<file path="src/logic/fcp_map.vh">
// Purpose: Register offsets, field positions, reset values and timing counts of the pulse unit.
// Assumes: APB with 32-bit data, one aligned word per register.
// Notes:   Definitions only.
`ifndef FCP_MAP_VH
`define FCP_MAP_VH

// ==========================================================================
// Register map
// ==========================================================================
// Channel n start count at 0x00 + 0x10*n, threshold at +0x4, live count at +0x8.
`define FCP_CH_STRIDE       12'h010
`define FCP_OFS_START       4'h0
`define FCP_OFS_THRESH      4'h4
`define FCP_OFS_LIVE        4'h8
`define FCP_ADDR_SETUP      12'h040
`define FCP_ADDR_DIVIDER    12'h044

// ==========================================================================
// Field layout of the shared setup register
// ==========================================================================
`define FCP_SETUP_W         12
`define FCP_EN_LSB          0
`define FCP_CLKSEL_LSB      4
`define FCP_INV_LSB         8
`define FCP_SETUP_RESET     12'h000

// ==========================================================================
// Widths, reset values and timing
// ==========================================================================
`define FCP_CNT_W           10
`define FCP_CNT_MAX         10'h3FF
`define FCP_START_RESET     10'h000
`define FCP_THRESH_RESET    10'h000
`define FCP_DIV_W           16
`define FCP_DIV_RESET       16'h0063

`endif

</file>
<file path="src/logic/fcp_tick_div.v">
// Purpose: Makes the slow one-cycle tick that channels may choose as their count clock.
// Assumes: One clock, synchronous active-high reset.
// Notes:   A tick every (reload + 1) cycles of core_clk.
`timescale 1ns/10ps
`include "fcp_map.vh"

module fcp_tick_div (
    input  wire                   core_clk,
    input  wire                   reset,
    input  wire [`FCP_DIV_W-1:0]  reload,
    output reg                    tick
);

    reg [`FCP_DIV_W-1:0] count_reg;

    // ======================================================================
    // Down counter
    // ======================================================================
    // The counter restarts from the reload value so a new divider takes effect
    // after the current period ends, which keeps ticks glitch-free.
    always @(posedge core_clk) begin
        if (reset) begin
            count_reg <= 16'h0000;
            tick      <= 1'b0;
        end else if (count_reg == 16'h0000) begin
            count_reg <= reload;
            tick      <= 1'b1;
        end else begin
            count_reg <= count_reg - 16'h0001;
            tick      <= 1'b0;
        end
    end

endmodule

</file>
<file path="src/logic/fcp_channel.v">
// Purpose: One pulse-width channel: counter, reload and output toggle.
// Assumes: Enable, tick and setup values come from the register block.
// Notes:   Output level is held at the invert bit while the channel is stopped.
`timescale 1ns/10ps
`include "fcp_map.vh"

module fcp_channel (
    input  wire                   core_clk,
    input  wire                   reset,
    input  wire                   enable,
    input  wire                   step,
    input  wire                   invert,
    input  wire [`FCP_CNT_W-1:0]  start_count,
    input  wire [`FCP_CNT_W-1:0]  threshold,
    output reg  [`FCP_CNT_W-1:0]  live_count,
    output reg                    pulse_out
);

    reg level_reg;

    // ======================================================================
    // Counter and toggle
    // ======================================================================
    // A stopped channel parks its counter at the start count, so the first
    // period after enable is a full one.
    always @(posedge core_clk) begin
        if (reset) begin
            live_count <= `FCP_START_RESET;
            level_reg  <= 1'b0;
        end else if (!enable) begin
            live_count <= start_count;
            level_reg  <= 1'b0;
        end else if (step) begin
            if (live_count == `FCP_CNT_MAX) begin
                live_count <= start_count;
            end else begin
                live_count <= live_count + 10'h001;
            end
            if (live_count == threshold) begin
                level_reg <= ~level_reg;
            end else if (live_count == `FCP_CNT_MAX) begin
                level_reg <= 1'b0;
            end
        end
    end

    // ======================================================================
    // Output phase
    // ======================================================================
    // Inversion applies even when stopped so the idle level follows the phase.
    always @(posedge core_clk) begin
        if (reset) begin
            pulse_out <= 1'b0;
        end else begin
            pulse_out <= level_reg ^ invert;
        end
    end

endmodule

</file>
<file path="src/logic/fcp_pwm_unit.v">
// Purpose: Four-channel pulse-width unit with an APB register block and LED port bits.
// Assumes: APB master per the bus protocol; single 100 MHz clock; sync reset.
// Notes:   Slave answers with pready in the access cycle, no wait states.
//
// Decided for this implementation: register access over APB and the address map.
`timescale 1ns/10ps
`include "fcp_map.vh"

module fcp_pwm_unit (
    input  wire        core_clk,
    input  wire        reset,
    input  wire        psel,
    input  wire        penable,
    input  wire        pwrite,
    input  wire [11:0] paddr,
    input  wire [31:0] pwdata,
    output wire        pready,
    output wire        pslverr,
    output reg  [31:0] prdata,
    input  wire [3:0]  pad_select,
    output wire        led_port_bit_a,
    output wire        led_port_bit_b,
    output wire        led_port_bit_c,
    output wire        led_port_bit_d,
    output wire [3:0]  led_port_oe
);

    // ======================================================================
    // Register storage
    // ======================================================================
    reg  [`FCP_SETUP_W-1:0] setup_reg;
    reg  [`FCP_DIV_W-1:0]   divider_reg;
    reg  [`FCP_CNT_W-1:0]   start_reg  [0:3];
    reg  [`FCP_CNT_W-1:0]   thresh_reg [0:3];
    wire [`FCP_CNT_W-1:0]   live_count [0:3];
    wire [3:0]              pulse_channels_zero_to_three;
    wire                    slow_tick;
    wire                    wr_en;
    integer                 i;

    // Returns a hit flag when the address is a channel register at the given offset.
    function chan_hit;
        input [11:0] addr;
        input [3:0]  ofs;
        begin
            chan_hit = (addr[11:6] == 6'h00) && (addr[3:0] == ofs);
        end
    endfunction

    // Returns one if the address maps to any register of this block.
    function addr_mapped;
        input [11:0] addr;
        begin
            addr_mapped = chan_hit(addr, `FCP_OFS_START) ||
                          chan_hit(addr, `FCP_OFS_THRESH) ||
                          chan_hit(addr, `FCP_OFS_LIVE) ||
                          (addr == `FCP_ADDR_SETUP) ||
                          (addr == `FCP_ADDR_DIVIDER);
        end
    endfunction

    // ======================================================================
    // APB handshake
    // ======================================================================
    // Zero wait states: every access completes in its first access cycle.
    // Unmapped addresses answer with pslverr and have no effect.
    assign pready  = psel & penable;
    assign pslverr = psel & penable & ~addr_mapped(paddr);
    assign wr_en   = psel & penable & pwrite & addr_mapped(paddr);

    // ======================================================================
    // Shared setup and divider writes
    // ======================================================================
    // All enable, clock-select and invert groups clear at reset.
    always @(posedge core_clk) begin
        if (reset) begin
            setup_reg   <= `FCP_SETUP_RESET;
            divider_reg <= `FCP_DIV_RESET;
        end else if (wr_en) begin
            if (paddr == `FCP_ADDR_SETUP) begin
                setup_reg <= pwdata[`FCP_SETUP_W-1:0];
            end
            if (paddr == `FCP_ADDR_DIVIDER) begin
                divider_reg <= pwdata[`FCP_DIV_W-1:0];
            end
        end
    end

    // ======================================================================
    // Per-channel registers and channel instances
    // ======================================================================
    // Start count and threshold are plain read/write storage, kept in one
    // process so that each array has a single driver.
    always @(posedge core_clk) begin
        for (i = 0; i < 4; i = i + 1) begin
            if (reset) begin
                start_reg[i]  <= `FCP_START_RESET;
                thresh_reg[i] <= `FCP_THRESH_RESET;
            end else if (wr_en && (paddr[5:4] == i[1:0])) begin
                if (chan_hit(paddr, `FCP_OFS_START)) begin
                    start_reg[i] <= pwdata[`FCP_CNT_W-1:0];
                end
                if (chan_hit(paddr, `FCP_OFS_THRESH)) begin
                    thresh_reg[i] <= pwdata[`FCP_CNT_W-1:0];
                end
            end
        end
    end

    genvar ch;
    generate
        for (ch = 0; ch < 4; ch = ch + 1) begin : g_chan
            // Clock select 0 counts every core cycle, 1 counts divider ticks.
            fcp_channel u_channel (
                .core_clk    (core_clk),
                .reset       (reset),
                .enable      (setup_reg[`FCP_EN_LSB + ch]),
                .step        (setup_reg[`FCP_CLKSEL_LSB + ch] ? slow_tick
                                                               : 1'b1),
                .invert      (setup_reg[`FCP_INV_LSB + ch]),
                .start_count (start_reg[ch]),
                .threshold   (thresh_reg[ch]),
                .live_count  (live_count[ch]),
                .pulse_out   (pulse_channels_zero_to_three[ch])
            );
        end
    endgenerate

    // ======================================================================
    // Slow clock source
    // ======================================================================
    fcp_tick_div u_div (
        .core_clk (core_clk),
        .reset    (reset),
        .reload   (divider_reg),
        .tick     (slow_tick)
    );

    // ======================================================================
    // Read data
    // ======================================================================
    // Read data is registered at the setup-phase edge; reading the live count has
    // no side effect on the channel. Reserved bits read as zero.
    always @(posedge core_clk) begin
        if (reset) begin
            prdata <= 32'h00000000;
        end else if (psel && !penable && !pwrite) begin
            prdata <= 32'h00000000;
            if (chan_hit(paddr, `FCP_OFS_START)) begin
                prdata <= {22'h000000, start_reg[paddr[5:4]]};
            end else if (chan_hit(paddr, `FCP_OFS_THRESH)) begin
                prdata <= {22'h000000, thresh_reg[paddr[5:4]]};
            end else if (chan_hit(paddr, `FCP_OFS_LIVE)) begin
                prdata <= {22'h000000, live_count[paddr[5:4]]};
            end else if (paddr == `FCP_ADDR_SETUP) begin
                prdata <= {20'h00000, setup_reg};
            end else if (paddr == `FCP_ADDR_DIVIDER) begin
                prdata <= {16'h0000, divider_reg};
            end
        end
    end

    // ======================================================================
    // Port bits
    // ======================================================================
    // The pad mux outside picks one bonded function per pad; pad_select says
    // this unit owns the pad, and only then is the driver enabled.
    assign led_port_bit_a = pulse_channels_zero_to_three[0];
    assign led_port_bit_b = pulse_channels_zero_to_three[1];
    assign led_port_bit_c = pulse_channels_zero_to_three[2];
    assign led_port_bit_d = pulse_channels_zero_to_three[3];
    assign led_port_oe    = pad_select;

endmodule

</file>
<file path="config.mk">
export PLATFORM = sky130hd
export DESIGN_NAME = fcp_pwm_unit
export DESIGN_NICKNAME = d
export VERILOG_FILES = /design/src/logic/fcp_tick_div.v /design/src/logic/fcp_channel.v /design/src/logic/fcp_pwm_unit.v
export VERILOG_INCLUDE_DIRS = /design/src /design/src/logic
export SDC_FILE = /design/constraint.sdc
export NUM_CORES = 1
export LEC_CHECK = 0
export BUFFER_PORTS_ARGS = -buffer_cell sky130_fd_sc_hd__buf_2
export CORE_MARGIN = 1
export CORE_UTILIZATION = 60
export DETAILED_ROUTE_END_ITERATION = 10
export PLACE_DENSITY = 0.79
export RECOVER_POWER = 25
export REMOVE_ABC_BUFFERS = 1
export SETUP_SLACK_MARGIN = 0.4
export SKIP_CTS_REPAIR_TIMING = 1
export SLEW_MARGIN = 20
export SYNTH_ARGS = -nofsm -noshare
export SYNTH_HDL_FRONTEND = slang
export SYNTH_SLANG_ARGS = --single-unit
export TNS_END_PERCENT = 50
</file>
<file path="constraint.sdc">
create_clock -name core_clk -period 2.7 [get_ports core_clk]
set_input_delay 0.405 -clock core_clk [delete_from_list [all_inputs] [get_ports core_clk]]
set_output_delay 0.405 -clock core_clk [all_outputs]
set_load 0.03 [all_outputs]
</file>
==> results of run 1 <==
cells in the final DEF (no fill, tap or decap), types with 21 or more instances in the layout:
cell type and instances:
and2_1 72, mux4_2 30, o21ai_0 21, a211oi_1 31, nand2_1 106, dfxtp_1 108
nor4_1 22, buf_2 31, xnor2_1 42, nor3_1 29, clkbuf_1 28, edfxtp_1 80
nand4_1 21, nor2_1 85, a21oi_1 56, xor2_1 21, nand3_1 33, buf_4 27
kinds of logic (layout without fill, tap and decap cells):
kind of cell | Yosys count | after routing
AO/OA/AOI/OAI | 187 | 187
XOR/XNOR | 63 | 63
adder cells (fa/ha/maj) | 6 | 6
buffers and inverters | 89 | 135
flip-flops | 189 | 189
multiplexers | 45 | 45
other | 1 | 16
AND/OR/NAND/NOR | 449 | 449
layout make-up:
cell class              instances  area share (%)
clock buffers                  20            4.41
clock inverters                12           0.981
inverters                      16           0.541
multi-input cells             766            45.9
flip-flops and latches        189            41.3
well taps                     216            2.44
repair buffers                 87            4.35
metal layers:
| metal | part of all wire, % | vias to the layer above |
|---|---|---|
| li1 | - | 3826 |
| met1 | 39 | 4031 |
| met2 | 43 | 654 |
| met3 | 14 | 86 |
| met4 | 4.2 | 0 |
| met5 | 0 | - |
final timing paths:
kind,start,to,slack [ns],cells past startpoint
worst min register to register,prdata[13],prdata[13],0.46,2
worst max register to register,g_chan[0].u_channel.live_count[1],g_chan[0].u_channel.live_count[5],0.51,6
worst max-delay path,reset,start_reg[0][6],0.34,4
worst min-delay path,pwdata[15],divider_reg[15],0.21,3
synth_stat cells, types with 22 or more instances:
library cell  count  area, µm²
dfxtp_1         109       2180
nand2_1         107        402
and2_1           85        532
nor2_1           85        319
edfxtp_1         80       2400
a21oi_1          56        280
xnor2_1          42        368
nand3_1          33        165
a211oi_1         31        233
clkbuf_1         31        116
mux4_2           30        676
nor3_1           29        145
buf_4            22        165
power by group:
group | leakage (nW) | switching, mW | internal (mW) | total, mW
clock network | 0.300 | 1.16 | 1.39 | 2.54
registers | 1.65 | 0.242 | 3.15 | 3.39
logic | 1.94 | 0.543 | 0.434 | 0.978
total | 3.89 | 1.94 | 4.97 | 6.91
tightest hold or removal path, stage by stage:
cell and delay [ns]:
buf_2 0.10, nand2_1 0.04, a21oi_1 0.05
==> flow_metrics.env, run 1 <==
export IMPL_worst_pin_slew_ns=1.97
export IMPL_cts_tree="done"
export IMPL_grt_max_degree=73
export IMPL_yosys_warnings=0
export IMPL_cellLeakagePower_nw=3.89
export IMPL_initial_core_util_pct=62.4
export IMPL_clk_pin_slew_worst_paths_ns=0.07
export IMPL_start_kind="input pin"
export IMPL_nFillCells=1254
export IMPL_crit_path_end_kind="register"
export IMPL_synth_compound_area_share_pct=12.3
export IMPL_status="complete, but fails checks"
export IMPL_hold_viol_final=0
export IMPL_antenna_found_initial=2
export IMPL_relSlewSlack_pct=-31.4
export IMPL_yosysUniqueCellTypes=68
export IMPL_max_freq_ghz=0.423
export IMPL_crit_chain="buf_4, clkbuf_1, o21bai_1, buf_4"
export IMPL_syn_area_um2=10100
export IMPL_final_net_count=1136
export IMPL_path_max_fanout=45
export IMPL_syn_inst=1029
export IMPL_synthAdderAreaFrac_pct=0.747
export IMPL_synth_top_family_by_area="simple AND/OR/NAND/NOR gates"
export IMPL_dp_final_hpwl_um=22000
export IMPL_coreArea_um2=16100
export IMPL_seq_area_frac_synth_pct=45.6
export IMPL_die_width_um=131
export IMPL_ios=95
export IMPL_setup_tns_ns=0
export IMPL_cts_sinks=189
export IMPL_wire_per_inst_um=23.3
export IMPL_post_route_util_pct=68.8
export IMPL_hold_slack_ns=0.206
export IMPL_crit_path_frequent_cell="buf_4"
export IMPL_io_buffers=54
export IMPL_slew_violations=46
export IMPL_placed_cell_area_um2=10500
export IMPL_fp_dieH_um=131
export IMPL_globalRouteMet3Util_pct=9.72
export IMPL_gp_congestion=0.972
export IMPL_drc=0
export IMPL_powerDensity_nw_per_um2=623
export IMPL_dp_slack_ns=0.117
export IMPL_grt_pass1_wl_um=45800
export IMPL_use_met1_pct=50.3
export IMPL_grt_ovfl_total=0
export IMPL_synthSimpleGateAreaFrac_pct=23.1
export IMPL_viasPerCell=6.58
export IMPL_multiInputGateArea_um2=5090
export IMPL_path_buf_inv=3
export IMPL_avgSynthCellArea_um2=9.77
export IMPL_totalWireLength_um=30500
export IMPL_critPathKind="in2reg"
export IMPL_synthArstFlopShare_pct=0
export IMPL_synth_edf_count=80
export IMPL_cts_buffers=17
export IMPL_synthMuxAreaShare_pct=8.34
export IMPL_grt_busiest_layer="met2"
export IMPL_fp_row_count=46
export IMPL_cts_root_buf="clkbuf_16"
export IMPL_die_area_um2=17300
export IMPL_insertion_delay_ns=0.43
export IMPL_grt_pass1_vias=7712
export IMPL_diodes=0
export IMPL_syn2layout_area_growth_pct=10.3
export IMPL_finalInstanceArea_um2=11100
export IMPL_grtUsageMet2_pct=51.4
export IMPL_power_mw=6.91
export IMPL_drive_gt1_share_pct=13.4
export IMPL_hold_path_class="in2reg"
export IMPL_cp_top_family="buffers and inverters"
export IMPL_drv_cap=1
export IMPL_first_pass_iters=6
export IMPL_place_inst=1272
export IMPL_setup_viol=0
export IMPL_drtIter0Drc=1212
export IMPL_clockBufferDepth=2
export IMPL_grt_usage_pct=35.7
export IMPL_worst_slack_ns=0.338
export IMPL_ys_ff_latch=189
export IMPL_synth_flop_cell="dfxtp_1"
export IMPL_peakVddDrop_mv=0.651
export IMPL_seqCellArea_um2=4590
export IMPL_routed_via_count=8597
export IMPL_layout_worst_path_cycle_share_pct=87.5
export IMPL_rsz0062_at_grt="false"
export IMPL_crit_required_ns=2.84
export IMPL_max_stage_delay_ns=1.43
export IMPL_finClkSkew_ns=0.00956
export IMPL_synth_xor_area_share_pct=5.49
export IMPL_final_antenna_net_count=0
export IMPL_crit_path_top_delay_cell="clkbuf_1"
export IMPL_violations="max-capacitance violations, max-slew violations"
export IMPL_htree_levels=4
export IMPL_arrival_ns=2.50
export IMPL_final_min_clock_period_ns=2.36
export IMPL_final_cells=1306
Power figures use the tool's default switching activity.
==> run 2: changes to the inputs <==
--- a/config.mk
+++ b/config.mk
@@ -7,7 +7,7 @@
 export NUM_CORES = 1
 export LEC_CHECK = 0
 export BUFFER_PORTS_ARGS = -buffer_cell sky130_fd_sc_hd__buf_2
-export CORE_MARGIN = 1
+export CORE_MARGIN = 2
 export CORE_UTILIZATION = 60
 export DETAILED_ROUTE_END_ITERATION = 10
 export PLACE_DENSITY = 0.79
==> run 2 against run 1 <==
The run still ends with max-capacitance violations, max-slew violations left; global-route usage down 1.7 points; clock skew fell by 0.00066 ns; via count down 2.0%; worst hold slack improved by 0.0010 ns; cell count grew 0.61%; setup slack better by 0.12 ns; critical path depth did not move; maximum frequency up 5.2%; sequential share of layout area about the same; final area about the same; critical endpoint is now thresh_reg[0][9]; highest routed layer is now met5; combinational power decreased by 1%.
==> flow_metrics.env, run 2 (synthesis gave the netlist of run 1 again) <==
export IMPL_status="complete, but fails checks"
export IMPL_violations="max-capacitance violations, max-slew violations"
export IMPL_drc=0
export IMPL_peakVddDrop_mv=0.579
export IMPL_die_area_um2=17800
export IMPL_crit_path_end_kind="register"
export IMPL_htree_levels=4
export IMPL_grt_pass1_vias=7707
export IMPL_rsz0062_at_grt="true"
export IMPL_coreArea_um2=16500
export IMPL_setup_tns_ns=0
export IMPL_max_freq_ghz=0.445
export IMPL_critPathKind="in2reg"
export IMPL_ios=95
export IMPL_final_net_count=1140
export IMPL_fp_dieH_um=133
export IMPL_path_max_fanout=34
export IMPL_wire_per_inst_um=22.5
export IMPL_layout_commonest_cell="dfxtp_1"
export IMPL_final_antenna_net_count=0
export IMPL_clk_pin_slew_worst_paths_ns=0.07
export IMPL_drive_gt1_share_pct=13.3
export IMPL_worst_slack_ns=0.455
export IMPL_nFillCells=1280
export IMPL_worst_pin_slew_ns=1.54
export IMPL_crit_required_ns=2.84
export IMPL_powerDensity_nw_per_um2=607
export IMPL_grt_ovfl_total=0
export IMPL_viasPerCell=6.41
export IMPL_finClkSkew_ns=0.00890
export IMPL_drv_cap=1
export IMPL_cts_buffers=17
export IMPL_initial_core_util_pct=61.1
export IMPL_grt_max_degree=36
export IMPL_relSlewSlack_pct=-2.98
export IMPL_post_route_util_pct=67.4
export IMPL_antenna_found_initial=1
export IMPL_final_min_clock_period_ns=2.25
export IMPL_clockBufferDepth=2
export IMPL_totalWireLength_um=29600
export IMPL_gp_congestion=1.07
export IMPL_final_cell_mix="dfxtp_1, nand2_1, nor2_1"
export IMPL_cts_root_buf="clkbuf_16"
export IMPL_cellLeakagePower_nw=3.90
export IMPL_cts_sinks=189
export IMPL_die_width_um=133
export IMPL_layout_worst_path_cycle_share_pct=83.1
export IMPL_fp_row_count=47
export IMPL_dp_final_hpwl_um=21700
export IMPL_drtIter0Drc=1102
export IMPL_first_pass_iters=5
export IMPL_dp_slack_ns=0.215
export IMPL_setup_viol=0
export IMPL_routed_via_count=8423
export IMPL_grt_pass1_wl_um=44900
export IMPL_hold_slack_ns=0.207
export IMPL_slew_violations=35
export IMPL_io_buffers=54
export IMPL_cts_tree="done"
export IMPL_grt_usage_pct=34.0
export IMPL_hold_viol_final=0
export IMPL_hold_path_class="in2reg"
export IMPL_insertion_delay_ns=0.43
export IMPL_power_mw=6.74
export IMPL_diodes=0
export IMPL_arrival_ns=2.38
export IMPL_syn2layout_area_growth_pct=10.4
export IMPL_start_kind="input pin"
## run 2: final timing paths
path,from,endpoint,slack [ns],cells after the start
setup / recovery,reset,thresh_reg[0][9],0.45,4
hold / removal,pwdata[15],divider_reg[15],0.21,3
setup reg to reg,g_chan[2].u_channel.live_count[3],g_chan[2].u_channel.live_count[0],0.53,5
hold reg to reg,prdata[12],prdata[12],0.45,2
## run 2: metal layers
layer	vias up	wire, µm	GRT usage [%]	share of wire, %
met5	-	11	0	0.037
met3	94	3510	9.97	12
met4	2	1380	14.1	4.6
li1	3842	-	-	-
met2	532	13300	52.4	45
met1	3953	11400	45.3	39
## run 2: layout make-up
class	instances	area (µm²)	share of cell area, %
clock buffers	22	487	4.38
inverters	16	60.1	0.541
clock inverters	10	75.1	0.676
multi-input cells	766	5090	45.9
repair buffers	91	526	4.73
flip-flops and latches	189	4590	41.3
well taps	220	275	2.48
## run 2: worst max-delay path, cell delays in order
cell and delay [ns]:
buf_4 0.29, clkbuf_1 1.17, o21bai_1 0.25, buf_4 0.23
## run 2: per-stage QoR
| stage | instances | area (µm²) |
|---|---|---|
| final | 1314 | 11100 |
| after CTS | 1314 | 11100 |
| after floorplan | 971 | 9730 |
| after detailed placement | 1282 | 10600 |
| after global placement | 1282 | 10600 |
| after global routing | 1314 | 11100 |
## run 2: report_power, final
group / switching (mW) / total [mW] / internal [mW]
sequential: 0.237 / 3.38 / 3.15
clock: 1.09 / 2.39 / 1.30
combinational: 0.532 / 0.964 / 0.432
